`src/acs_pkg.sv`:
```
/*
  Shared constants and types for the conversion timing and serial port block.
  Assumes a 40 MHz system clock; all timing counts derive from CLK_NS.
*/
package acs_pkg;

  localparam int CLK_NS = 25;
  localparam int WORD_BITS = 16;

  // longest conversion time per speed mode, in ns
  localparam int CONV_MAX_NS_FAST = 750;
  localparam int CONV_MAX_NS_NORM = 1000;
  localparam int CONV_MAX_NS_LOWP = 1250;
  // head-room so a fastest-mode read after conversion fits its busy limit
  localparam int CONV_MARGIN_CYC = 6;
  localparam logic [7:0] CONV_CYC_FAST = 8'((CONV_MAX_NS_FAST / CLK_NS) - CONV_MARGIN_CYC);
  localparam logic [7:0] CONV_CYC_NORM = 8'((CONV_MAX_NS_NORM / CLK_NS) - CONV_MARGIN_CYC);
  localparam logic [7:0] CONV_CYC_LOWP = 8'((CONV_MAX_NS_LOWP / CLK_NS) - CONV_MARGIN_CYC);

  // least delay from end of conversion to busy low, rounded up
  localparam int EOC_BUSY_NS = 10;
  localparam logic [7:0] EOC_BUSY_CYC = 8'((EOC_BUSY_NS + CLK_NS - 1) / CLK_NS);

  // typical start-to-frame delay when reading during conversion, in ns
  localparam int FRAME_DLY_NS_FAST = 25;
  localparam int FRAME_DLY_NS_NORM = 275;
  localparam int FRAME_DLY_NS_LOWP = 525;
  localparam logic [7:0] FRAME_CYC_FAST = 8'(FRAME_DLY_NS_FAST / CLK_NS);
  localparam logic [7:0] FRAME_CYC_NORM = 8'(FRAME_DLY_NS_NORM / CLK_NS);
  localparam logic [7:0] FRAME_CYC_LOWP = 8'(FRAME_DLY_NS_LOWP / CLK_NS);

  // typical frame end to busy low delay
  localparam int FRAME_BUSY_NS = 25;
  localparam logic [7:0] FRAME_BUSY_CYC = 8'(FRAME_BUSY_NS / CLK_NS);

  // least internal serial clock period per divider setting, in ns
  localparam int SCLK_PER_NS_00 = 25;
  localparam int SCLK_PER_NS_01 = 50;
  localparam int SCLK_PER_NS_10 = 100;
  localparam int SCLK_PER_NS_11 = 200;
  localparam logic [2:0] SCLK_HALF_00 = 3'((SCLK_PER_NS_00 + 2 * CLK_NS - 1) / (2 * CLK_NS));
  localparam logic [2:0] SCLK_HALF_01 = 3'((SCLK_PER_NS_01 + 2 * CLK_NS - 1) / (2 * CLK_NS));
  localparam logic [2:0] SCLK_HALF_10 = 3'((SCLK_PER_NS_10 + 2 * CLK_NS - 1) / (2 * CLK_NS));
  localparam logic [2:0] SCLK_HALF_11 = 3'((SCLK_PER_NS_11 + 2 * CLK_NS - 1) / (2 * CLK_NS));

  typedef enum logic [1:0] {SPD_FAST, SPD_NORM, SPD_LOWP} acs_speed_e;

endpackage

```
`src/acs_ser_if.sv`:
```
/*
  Link between the conversion controller and its serialiser.
  Assumes both ends share one clock and reset.
*/
`timescale 1ns/100ps
`default_nettype none
interface acs_ser_if;
  logic        load;
  logic [15:0] word;
  logic        start;
  logic [2:0]  half;
  logic        ext_mode;
  logic        ext_clk;
  logic        serial_data_in;
  logic        active;
  logic        done;
  logic        sclk;
  logic        sdo;

  modport ctl (output load, word, start, half, ext_mode, ext_clk, serial_data_in,
               input active, done, sclk, sdo);
  modport shf (input load, word, start, half, ext_mode, ext_clk, serial_data_in,
               output active, done, sclk, sdo);
endinterface
`default_nettype wire

```
`src/acs_serializer.sv`:
```
/*
  Serial shifter: sends a 16-bit word msb first, with its own divided clock
  or clocked by an external clock sampled on the system clock.
  Assumes the controller issues load and start and watches done.
*/
`timescale 1ns/100ps
`default_nettype none
module acs_serializer (
  input wire logic clk_i,
  input wire logic rst_n_i,
  acs_ser_if.shf   ser
);
  import acs_pkg::*;

  logic [15:0] shreg_reg;
  logic [4:0]  bits_reg;
  logic [2:0]  div_reg;
  logic        sclk_reg;
  logic        act_reg;
  logic        done_reg;
  logic        eprev_reg;

  wire tick     = (div_reg == ser.half - 3'h1);
  wire ext_fall = eprev_reg & ~ser.ext_clk;
  // data changes on the falling clock edge; the reader samples on the rising one
  wire shift_ev = act_reg & (ser.ext_mode ? ext_fall : (tick & sclk_reg));
  wire last     = shift_ev & (bits_reg == 5'(WORD_BITS - 1));

  always_ff @(posedge clk_i or negedge rst_n_i) begin
    if (!rst_n_i) begin
      shreg_reg <= 16'h0000;
      bits_reg  <= 5'h00;
      div_reg   <= 3'h0;
      sclk_reg  <= 1'b0;
      act_reg   <= 1'b0;
      done_reg  <= 1'b0;
      eprev_reg <= 1'b0;
    end else begin
      eprev_reg <= ser.ext_clk;
      done_reg  <= last;
      if (ser.load) begin
        shreg_reg <= ser.word;
      end else if (shift_ev) begin
        shreg_reg <= {shreg_reg[14:0], ser.serial_data_in};
      end
      if (ser.start) begin
        act_reg  <= 1'b1;
        bits_reg <= 5'h00;
        div_reg  <= 3'h0;
        sclk_reg <= 1'b0;
      end else if (act_reg) begin
        if (shift_ev) begin
          bits_reg <= bits_reg + 5'h01;
        end
        if (last) begin
          act_reg <= 1'b0;
        end
        if (!ser.ext_mode) begin
          div_reg <= tick ? 3'h0 : div_reg + 3'h1;
          if (tick) begin
            sclk_reg <= ~sclk_reg & ~last;
          end
        end
      end
    end
  end

  assign ser.active = act_reg;
  assign ser.done   = done_reg;
  assign ser.sclk   = sclk_reg;
  assign ser.sdo    = shreg_reg[15];
endmodule
`default_nettype wire

```
`src/acs_top.sv`:
```
/*
  Conversion cycle timing and result output ports: start detection, busy,
  parallel result, master or slave serial output with frame marker.
  Assumes all pins are synchronous to CLOCK_I; the converter core presents
  its result on RESULT_I by the end of the conversion count.
*/
`timescale 1ns/100ps
`default_nettype none
// Behaviour
// - conversion finishes within 0.75, 1 or 1.25 us per speed mode
// - busy high at most 0.75, 1 or 1.25 us outside master read after conversion
// - parallel data valid by conversion limit and 12 ns before busy falls
// - busy falls at least 10 ns after internal end of conversion
// - master read after conversion: serial clock period from the divider setting
// - master read after conversion: busy width bounded by divider and speed
// - master read after conversion: frame marker rises at end of conversion
// - master read during conversion: frame rises 25, 275 or 525 ns after start
// - master read after conversion: busy falls about 25 ns after frame marker falls
// - chip select low enables frame and clock outputs in master mode, serial data output in serial mode
// - chip select high releases frame, clock and data outputs
module acs_top (
  // clock and reset
  input  wire logic        CLOCK_I,
  input  wire logic        NRST_I,
  // conversion control and configuration pins
  input  wire logic        CONVERSION_START_N_I,
  input  wire logic        FAST_MODE_I,
  input  wire logic        LOW_POWER_MODE_I,
  input  wire logic        SERIAL_MODE_I,
  input  wire logic        SERIAL_MASTER_I,
  input  wire logic        READ_DURING_I,
  input  wire logic [1:0]  SERIAL_CLOCK_DIVIDER_I,
  input  wire logic        CS_N_I,
  // converter core result
  input  wire logic [15:0] RESULT_I,
  // external serial clock and daisy-chain input
  input  wire logic        SERIAL_CLK_I,
  input  wire logic        SERIAL_DATA_IN_I,
  // status and parallel port
  output logic             BUSY_O,
  output logic [15:0]      DATA_O,
  output logic             DATA_OE_N_O,
  // serial port
  output logic             FRAME_O,
  output logic             FRAME_OE_N_O,
  output logic             SERIAL_CLK_O,
  output logic             SERIAL_CLK_OE_N_O,
  output logic             SERIAL_DATA_OUT_O,
  output logic             SERIAL_DATA_OUT_OE_N_O
);
  import acs_pkg::*;

  typedef enum logic [2:0] {S_IDLE, S_CONV, S_TAIL, S_XFER, S_FEND} acs_state_e;

  function automatic acs_speed_e speed_of(input logic fast, input logic lowp);
    if (lowp) begin
      speed_of = SPD_LOWP;
    end else if (fast) begin
      speed_of = SPD_FAST;
    end else begin
      speed_of = SPD_NORM;
    end
  endfunction

  function automatic logic [7:0] pick3(input acs_speed_e s, input logic [7:0] f,
                                       input logic [7:0] n, input logic [7:0] l);
    case (s)
      SPD_FAST: pick3 = f;
      SPD_LOWP: pick3 = l;
      default:  pick3 = n;
    endcase
  endfunction

  logic        rs1_reg;
  logic        rs2_reg;
  wire         rst_n = rs2_reg;

  acs_state_e  state_reg;
  acs_state_e  state_next;
  logic [7:0]  cnt_reg;
  logic [7:0]  cnt_next;
  logic        busy_reg;
  logic        busy_next;
  logic        frame_reg;
  logic        frame_next;
  logic [15:0] result_reg;
  logic        sprev_reg;
  logic        data_oe_n_reg;
  logic        ms_oe_n_reg;
  logic        sdo_oe_n_reg;

  acs_ser_if ser ();

  acs_serializer u_ser (
    .clk_i   (CLOCK_I),
    .rst_n_i (rst_n),
    .ser     (ser)
  );

  wire acs_speed_e speed = speed_of(FAST_MODE_I, LOW_POWER_MODE_I);
  wire [7:0] conv_cyc    = pick3(speed, CONV_CYC_FAST, CONV_CYC_NORM, CONV_CYC_LOWP);
  wire [7:0] frame_cyc   = pick3(speed, FRAME_CYC_FAST, FRAME_CYC_NORM, FRAME_CYC_LOWP);
  wire start_fall        = sprev_reg & ~CONVERSION_START_N_I;
  wire master            = SERIAL_MODE_I & SERIAL_MASTER_I;
  wire master_after      = master & ~READ_DURING_I;
  wire master_during     = master & READ_DURING_I;
  wire in_conv           = (state_reg == S_CONV);
  wire eoc               = in_conv & (cnt_reg == conv_cyc - 8'h01);
  wire during_go         = in_conv & master_during & ~ser.active & ~frame_reg &
                           (cnt_reg == frame_cyc - 8'h01);
  wire slave_go          = eoc & SERIAL_MODE_I & ~SERIAL_MASTER_I;

  // after conversion the new result is sent; during conversion the previous one
  assign ser.load     = (eoc & (master_after | SERIAL_MODE_I & ~SERIAL_MASTER_I)) | during_go;
  assign ser.word     = during_go ? result_reg : RESULT_I;
  assign ser.start    = ser.load;
  assign ser.ext_mode = ~SERIAL_MASTER_I;
  assign ser.ext_clk  = SERIAL_CLK_I;
  assign ser.serial_data_in     = SERIAL_DATA_IN_I;
  assign ser.half     = (SERIAL_CLOCK_DIVIDER_I == 2'b00) ? SCLK_HALF_00 :
                        (SERIAL_CLOCK_DIVIDER_I == 2'b01) ? SCLK_HALF_01 :
                        (SERIAL_CLOCK_DIVIDER_I == 2'b10) ? SCLK_HALF_10 : SCLK_HALF_11;

  always_comb begin
    state_next = state_reg;
    cnt_next   = cnt_reg + 8'h01;
    busy_next  = busy_reg;
    frame_next = frame_reg & ~ser.done;
    if (during_go) begin
      frame_next = 1'b1;
    end
    case (state_reg)
      S_IDLE: begin
        cnt_next = 8'h00;
        if (start_fall) begin
          state_next = S_CONV;
          busy_next  = 1'b1;
        end
      end
      S_CONV: begin
        // start edges are not looked at outside idle
        if (eoc) begin
          cnt_next = 8'h00;
          if (master_after) begin
            state_next = S_XFER;
            frame_next = 1'b1;
          end else begin
            state_next = S_TAIL;
          end
        end
      end
      S_TAIL: begin
        if (cnt_reg == EOC_BUSY_CYC - 8'h01) begin
          state_next = S_IDLE;
          busy_next  = 1'b0;
        end
      end
      S_XFER: begin
        cnt_next = 8'h00;
        if (ser.done) begin
          state_next = S_FEND;
          frame_next = 1'b0;
        end
      end
      S_FEND: begin
        if (cnt_reg == FRAME_BUSY_CYC - 8'h01) begin
          state_next = S_IDLE;
          busy_next  = 1'b0;
        end
      end
      default: begin
        state_next = S_IDLE;
        busy_next  = 1'b0;
      end
    endcase
  end

  always_ff @(posedge CLOCK_I or negedge NRST_I) begin
    if (!NRST_I) begin
      rs1_reg <= 1'b0;
      rs2_reg <= 1'b0;
    end else begin
      rs1_reg <= 1'b1;
      rs2_reg <= rs1_reg;
    end
  end

  always_ff @(posedge CLOCK_I or negedge rst_n) begin
    if (!rst_n) begin
      state_reg <= S_IDLE;
      cnt_reg   <= 8'h00;
      busy_reg  <= 1'b0;
      frame_reg <= 1'b0;
      sprev_reg <= 1'b1;
    end else begin
      state_reg <= state_next;
      cnt_reg   <= cnt_next;
      busy_reg  <= busy_next;
      frame_reg <= frame_next;
      sprev_reg <= CONVERSION_START_N_I;
    end
  end

  always_ff @(posedge CLOCK_I or negedge rst_n) begin
    if (!rst_n) begin
      result_reg <= 16'h0000;
    end else if (eoc) begin
      result_reg <= RESULT_I;
    end
  end

  always_ff @(posedge CLOCK_I or negedge rst_n) begin
    if (!rst_n) begin
      data_oe_n_reg <= 1'b1;
      ms_oe_n_reg   <= 1'b1;
      sdo_oe_n_reg  <= 1'b1;
    end else begin
      data_oe_n_reg <= CS_N_I | SERIAL_MODE_I;
      ms_oe_n_reg   <= CS_N_I | ~master;
      sdo_oe_n_reg  <= CS_N_I | ~SERIAL_MODE_I;
    end
  end

  assign BUSY_O                 = busy_reg;
  assign DATA_O                 = result_reg;
  assign DATA_OE_N_O            = data_oe_n_reg;
  assign FRAME_O                = frame_reg;
  assign FRAME_OE_N_O           = ms_oe_n_reg;
  assign SERIAL_CLK_O           = ser.sclk;
  assign SERIAL_CLK_OE_N_O      = ms_oe_n_reg;
  assign SERIAL_DATA_OUT_O      = ser.sdo;
  assign SERIAL_DATA_OUT_OE_N_O = sdo_oe_n_reg;
endmodule
`default_nettype wire

```
`config.mk`:
```
export PLATFORM = sky130hd
export DESIGN_NAME = acs_top
export DESIGN_NICKNAME = d
export VERILOG_FILES = /design/src/acs_pkg.sv /design/src/acs_ser_if.sv /design/src/acs_serializer.sv /design/src/acs_top.sv
export SDC_FILE = /design/constraint.sdc
export NUM_CORES = 1
export LEC_CHECK = 0
export BUFFER_PORTS_ARGS = -buffer_cell sky130_fd_sc_hd__buf_2
export CORE_ASPECT_RATIO = 1.1
export CORE_UTILIZATION = 45
export DETAILED_ROUTE_END_ITERATION = 6
export GPL_ROUTABILITY_DRIVEN = 0
export PLACE_DENSITY = 0.74
export SYNTH_ARGS = -nofsm -noshare
export SYNTH_HDL_FRONTEND = slang
export SYNTH_SLANG_ARGS = --single-unit
```
`constraint.sdc`:
```
create_clock -name CLOCK_I -period 1.9 [get_ports CLOCK_I]
set_input_delay 0.38 -clock CLOCK_I [delete_from_list [all_inputs] [get_ports CLOCK_I]]
set_output_delay 0.38 -clock CLOCK_I [all_outputs]
set_load 0.1 [all_outputs]
```
Yosys cells after proc, flatten, opt, wreduce, memory -nomap -nowiden. Index checks and enable logic that the tools add are counted.

Flip-flop bits (word level): 63. Latch bits: 0. Bits in writable memories: 0. Bits in read-only memories: 0. Input port bits: 29. Output and inout bits: 24. Logic and storage cells: 130. Memories kept: 0.

Add/subtract/negate cells: 6. $mul: 0. Divide/modulo/power cells: 0. Order comparisons: 0. Equality and inequality tests: 15. Shift-type cells: 0. Mux-type cells: 41. Bitwise operators: 34. Reductions and logical operators: 16.

Operators by type and width (count): 2-to-1 mux 16 bit (3); 2-to-1 mux 3 bit (11); bitwise AND 1 bit (17); equality test 8 bit (2); 2-to-1 mux 1 bit (16); case mux 8 bit (2 select lines) (1); subtractor 8 x 1 -> 8 bit, second input constant (2); 2-to-1 mux 5 bit (3); inverter 1 bit (12); case mux 3 bit (4 select lines) (1); case mux 6 bit (2 select lines) (1); case mux 5 bit (2 select lines) (1); adder 8 x 1 -> 8 bit, second input constant (1); logical NOT 8 bit (1); 2-to-1 mux 8 bit (1); nonzero test 2 bit (4); equality test 3 x 2 -> 1 bit, second input constant (2); inequality test 2 x 1 -> 1 bit, second input constant (3); AND reduction 3 bit (2); OR reduction 2 bit (3); adder 5 x 1 -> 5 bit, second input constant (1); equality test 5 x 4 -> 1 bit, second input constant (1); bitwise OR 1 bit (5); equality test 2 bit, second input constant (2); other kinds (14) (16).

Depth between registers and ports, before layout.
Depth after elaboration: 16. Gate-level depth with buffers: 9. Mapped depth without buffers: 7.

Hierarchy. Synthesis repeated with hierarchy kept, for this count alone.

Cells, all modules: 313. Area total of the unflattened synthesis: 3379.5 um^2.

By module, submodules not included: acs_top (times used 1, cells each 163, area an instance 1931.9 um^2, sequential area each 880.8 um^2); acs_serializer (times used 1, cells each 150, area an instance 1447.6 um^2, sequential area each 700.7 um^2).

Worst setup path after synthesis. OpenSTA, ideal clock, no wires.

Path type: register -> register. Start point: register frame_reg, in the netlist FRAME_O. End point: register u_ser.shreg_reg[12]. Setup time: 0.083 ns. Arrival time: 2.094 ns. Data required time: 1.817 ns. Slack: -0.276 ns. Cell stages (with the launch flop): 9. Buffers on the path: 3. Clock period less this slack: 2.176 ns. Cells stage by stage: dfrtp_1 > nor2_1 > nand3_1 > or4_1 > buf_6 > o21a_1 > buf_6 > buf_6 > a31oi_1.

Cells in the longest elaborated chain, start to end: 5. Elaborated cells between the ends (all ways): 7. Classes of those cells: mux (2); bitwise (4); reduce/logical (1).

RTL lines: from (decl) (RTL line acs_top.sv:84) `logic frame_reg;`; from (signal assigned) (RTL line acs_top.sv:199) `frame_reg <= frame_next;`; inverter 1 bit (*) (RTL line acs_top.sv:109) `wire during_go = in_conv & master_during & ~ser.active & ~frame_reg &`; bitwise AND 1 bit (*) (2 in series) (RTL line acs_top.sv:109); 2-to-1 mux 16 bit or bitwise OR 1 bit (tied branches) (RTL line acs_top.sv:115, acs_top.sv:114); 2-to-1 mux 16 bit or nonzero test 2 bit (tied branches); to (signal assigned) (RTL line acs_serializer.sv:42) `shreg_reg <= ser.word;`; to (signal assigned) (RTL line acs_serializer.sv:44) `shreg_reg <= {shreg_reg[14:0], ser.serial_data_in};`; to (decl) (RTL line acs_serializer.sv:15) `logic [15:0] shreg_reg;`.

Mark *: on every way between the ends. The rest lies on a longest branch, timed or not. A chain may end at the register's enable or synchronous reset.

Worst setup path after layout.
Start point: register cnt_reg[1]. End point: register result_reg[12], in the netlist DATA_O[12].

Cells in the longest elaborated chain, start to end: 2.

RTL lines: from (decl) (RTL line acs_top.sv:80) `logic [7:0] cnt_reg;`; from (signal assigned) (RTL line acs_top.sv:197) `cnt_reg <= cnt_next;`; equality test 8 bit (RTL line acs_top.sv:108) `wire eoc = in_conv & (cnt_reg == conv_cyc - 8'h01);`; bitwise AND 1 bit (RTL line acs_top.sv:108); to (signal assigned) (RTL line acs_top.sv:206) `result_reg <= 16'h0000;`; to (signal assigned) (RTL line acs_top.sv:208) `result_reg <= RESULT_I;`; to (decl) (RTL line acs_top.sv:86) `logic [15:0] result_reg;`.

Every way passes these cells.

==> metrics.txt <==
Non-Filler Instances around 480; post-synthesis register bit count 63; Worst EP arrival between 2 and 2.5 ns; Synth Cell Area roughly 0.0032 mm2; instance count of the mapped netlist between 300 and 400; number of antenna violations at the first check in global routing 0; first-pass GRT wire length ~12000 um; clock network latency to the later pin of the worst-skew pair about 0.34 ns; die width approximately 80 um; number of fill cells between 500 and 600; minimum clock period just under 2 ns; number of placed instances with taps included 449; largest buffer count on any clock path 2; Cell variety after synth 45; nature of the critical path endpoint flop; proportion of synthesized flip-flops having asynchronous set or reset 100%; portion of the clock cycle consumed by the worst path in the final layout 102%; crit-path max FO 17; Worst setup SP type flop; Setup-failing EPs final 18; overall die area around 0.0074 mm2; H-Tree Depth 3; unrepaired setup endpoints after global routing yes; GRT Residual Overflow 0; IR Drop Worst-Case VDD roughly 890 uV; largest net degree at the start of global routing 21; Ant. Diodes 0; sum of net half-perimeters after detailed placement ~5000 um; total I/O pin count 53; mean number of vias per cell ~5.8; Synthesis Warnings 0; max-cap viol count 0; Fin. Hold Viols 0; top_reg_cell synth sky130_fd_sc_hd__dfrtp_1; chip height around 90 um; Mapped Nets roughly 340; Worst Skew 0.0150 ns; overall power consumption between 5 and 6 mW; average instance area after synthesis ~10 um2; antenna-violating nets left 0; WL final between 7000 and 8000 um; number of vias after detailed routing between 2000 and 3000; final max-slew violation count 0; leakage power roughly 2.0 nW; max frequency approximately 500 MHz; EDFF count, synth 0; Seq. cell area 0.00159 mm2; Final WS setup -0.0466 ns; share of the core filled with cells in the final layout 63.2%; count of unresolved DRC violations after routing 0; violations in the final reports negative setup slack; number of clock buffers inserted by TritonCTS 9; Port Buffers between 50 and 60; TritonCTS clock tree built; clock root buffer master sky130_fd_sc_hd__clkbuf_8; combined area of the multi-input logic cells between 0.0015 and 0.002 mm2; via count of the first global-routing pass around 2500; number of optimization iterations in the first detailed-route pass 5; result of the run finished with violations; type of the worst setup path flop to flop; Worst EP required 2.13 ns; final net count approximately 420; class of the tightest hold or removal check primary input to flop; FP Rows 31; number of clock sinks seen by CTS between 60 and 70; GRT Total Usage between 20% and 30%; Clock transition at path regs ~0.08 ns; total negative setup slack -0.412 ns; starting density of the core 47.4%; share of post-route cells with drive strength above 1 a little over two fifths; wire length per cell after detailed routing between 15 and 20 um; number of design-rule violations left by the first detailed-router iteration 259; Placeable Area 0.00667 mm2; power per cell area ~1300 mW/mm2; Layout Area Growth over Synthesis 33.5%; share of synthesized area occupied by flip-flops and latches between 50% and 60%
## report_power, final
| group | internal (mW) | switching [mW] | total (mW) | leakage [nW] |
|---|---|---|---|---|
| combinational | 0.865 | 1.52 | 2.38 | 1.09 |
| sequential | 1.74 | 0.375 | 2.12 | 0.797 |
| clock | 0.647 | 0.535 | 1.18 | 0.0968 |
## routing by layer
layer | global-route usage (%) | part of all wire (%)
met5 | 0 | 0
met1 | 28.1 | 44
met2 | 33.5 | 49
met3 | 3.55 | 4.4
met4 | 9.06 | 2.1
## path summary, 6_finish.rpt
check / start / endpoint / slack (ns) / depth (start not counted)
setup reg to reg: cnt_reg[1] / DATA_O[12] / -0.05 / 6
setup / recovery: cnt_reg[1] / DATA_O[12] / -0.05 / 6
max in group asynchronous: rs2_reg / sprev_reg / 1.04 / 1
hold / removal: CONVERSION_START_N_I / sprev_reg / 0.14 / 1
min in group asynchronous: rs2_reg / u_ser.div_reg[2] / 0.21 / 0
hold reg to reg: rs2_reg / u_ser.div_reg[2] / 0.21 / 0
## cell usage in the layout (no fill, tap or decap), types with 3 or more instances in the layout
cell type / netlist / final
sky130_fd_sc_hd__dfrtp_1: 59 / 53
sky130_fd_sc_hd__buf_2: 6 / 53
sky130_fd_sc_hd__buf_4: 3 / 34
sky130_fd_sc_hd__o21ai_0: 26 / 24
sky130_fd_sc_hd__nand3_1: 26 / 24
sky130_fd_sc_hd__nor2_1: 20 / 19
sky130_fd_sc_hd__a31oi_1: 19 / 15
sky130_fd_sc_hd__inv_1: 10 / 10
sky130_fd_sc_hd__a21oi_1: 11 / 10
sky130_fd_sc_hd__o32ai_1: 16 / 10
sky130_fd_sc_hd__clkbuf_8: 0 / 10
sky130_fd_sc_hd__mux2_4: 9 / 9
sky130_fd_sc_hd__nand2_1: 7 / 7
sky130_fd_sc_hd__xor2_1: 7 / 7
sky130_fd_sc_hd__mux2_2: 7 / 7
sky130_fd_sc_hd__buf_6: 5 / 6
sky130_fd_sc_hd__and3_1: 5 / 5
sky130_fd_sc_hd__o32ai_2: 0 / 5
sky130_fd_sc_hd__ha_1: 5 / 5
sky130_fd_sc_hd__dfrtp_2: 0 / 5
sky130_fd_sc_hd__dfstp_2: 4 / 4
sky130_fd_sc_hd__nor3_1: 6 / 4
sky130_fd_sc_hd__buf_12: 0 / 4
sky130_fd_sc_hd__nand2b_1: 4 / 3
sky130_fd_sc_hd__xnor2_1: 3 / 3
## per-stage QoR
step | hold slack [ns] | area (um2) | setup slack [ns]
6_report | 0.140 | 4220 | -0.0466
3_3_place_gp | 0.166 | 3740 | -0.0877
4_1_cts | 0.128 | 3980 | -0.00260
2_1_floorplan | 0.0844 | 3210 | -0.0879
5_1_grt | 0.137 | 4220 | -0.111
3_5_place_dp | 0.168 | 3740 | -0.137
## cell type report
| cell class | instances | area share (%) |
|---|---|---|
| Sequential cell | 63 | 37.7 |
| Clock buffer | 12 | 3.44 |
| Multi-Input combinational cell | 205 | 37.9 |
| Timing Repair Buffer | 99 | 16.3 |
| Clock inverter | 4 | 1.31 |
| Inverter | 10 | 0.890 |
| Tap cell | 82 | 2.43 |
## critical path, stage by stage, from the launching register on
cell and delay, ns:
sky130_fd_sc_hd__dfrtp_2 0.44, sky130_fd_sc_hd__or3_4 0.39, sky130_fd_sc_hd__a21oi_4 0.15, sky130_fd_sc_hd__o2111ai_4 0.18
sky130_fd_sc_hd__nand2b_4 0.21, sky130_fd_sc_hd__buf_12 0.16, sky130_fd_sc_hd__mux2_4 0.30
## repair_timing
action	in CTS	in global routing
gates cloned	0	3
buffers inserted	0	6
endpoints found under the hold margin	2	0
hold buffers	1	0
setup endpoints to repair	18	45
resized for setup	7	29
pin swaps	0	3
## kinds of logic (layout without fill, tap and decap cells)
family                     after synthesis  after routing  synth area share (%)
adders and majority gates                5              5                  1.98
muxes                                   16             16                  6.77
and+or+nand+nor                         88             88                  14.8
buffers and inverters                   34            125                  5.82
DFF                                     63             63                  50.1
xor gates and xnor gates                10             10                  2.77
other                                    1              1                 0.119
AOI/OAI and AO/OA                       85             85                  17.7
## synth_stat cells (all sizes together) (2+ instances only)
cell     n  area share (%)
xnor2    3            0.83
dfrtp   59              47
a21o     2            0.48
nand3   26             4.1
inv     10             1.2
a31oi   19             3.8
clkbuf  10             1.2
or3      3            0.59
nor2b    2            0.40
or4      3            0.71
nand4b   2            0.55
dfstp    4             3.3
nand2    7            0.83
mux2    16             6.8
ha       5             2.0
o31ai    2            0.48
o21a     2            0.48
buf     14             3.4
nor3b    3            0.87
a21oi   11             1.7
nor2    20             2.4
o21ai   27             4.4
xor2     7             1.9
and3     5            0.99
o32ai   16             4.4
nor3     6            0.95
nand2b   4            0.79
or2      2            0.40
Note: power is estimated with default switching activity, not from simulation.
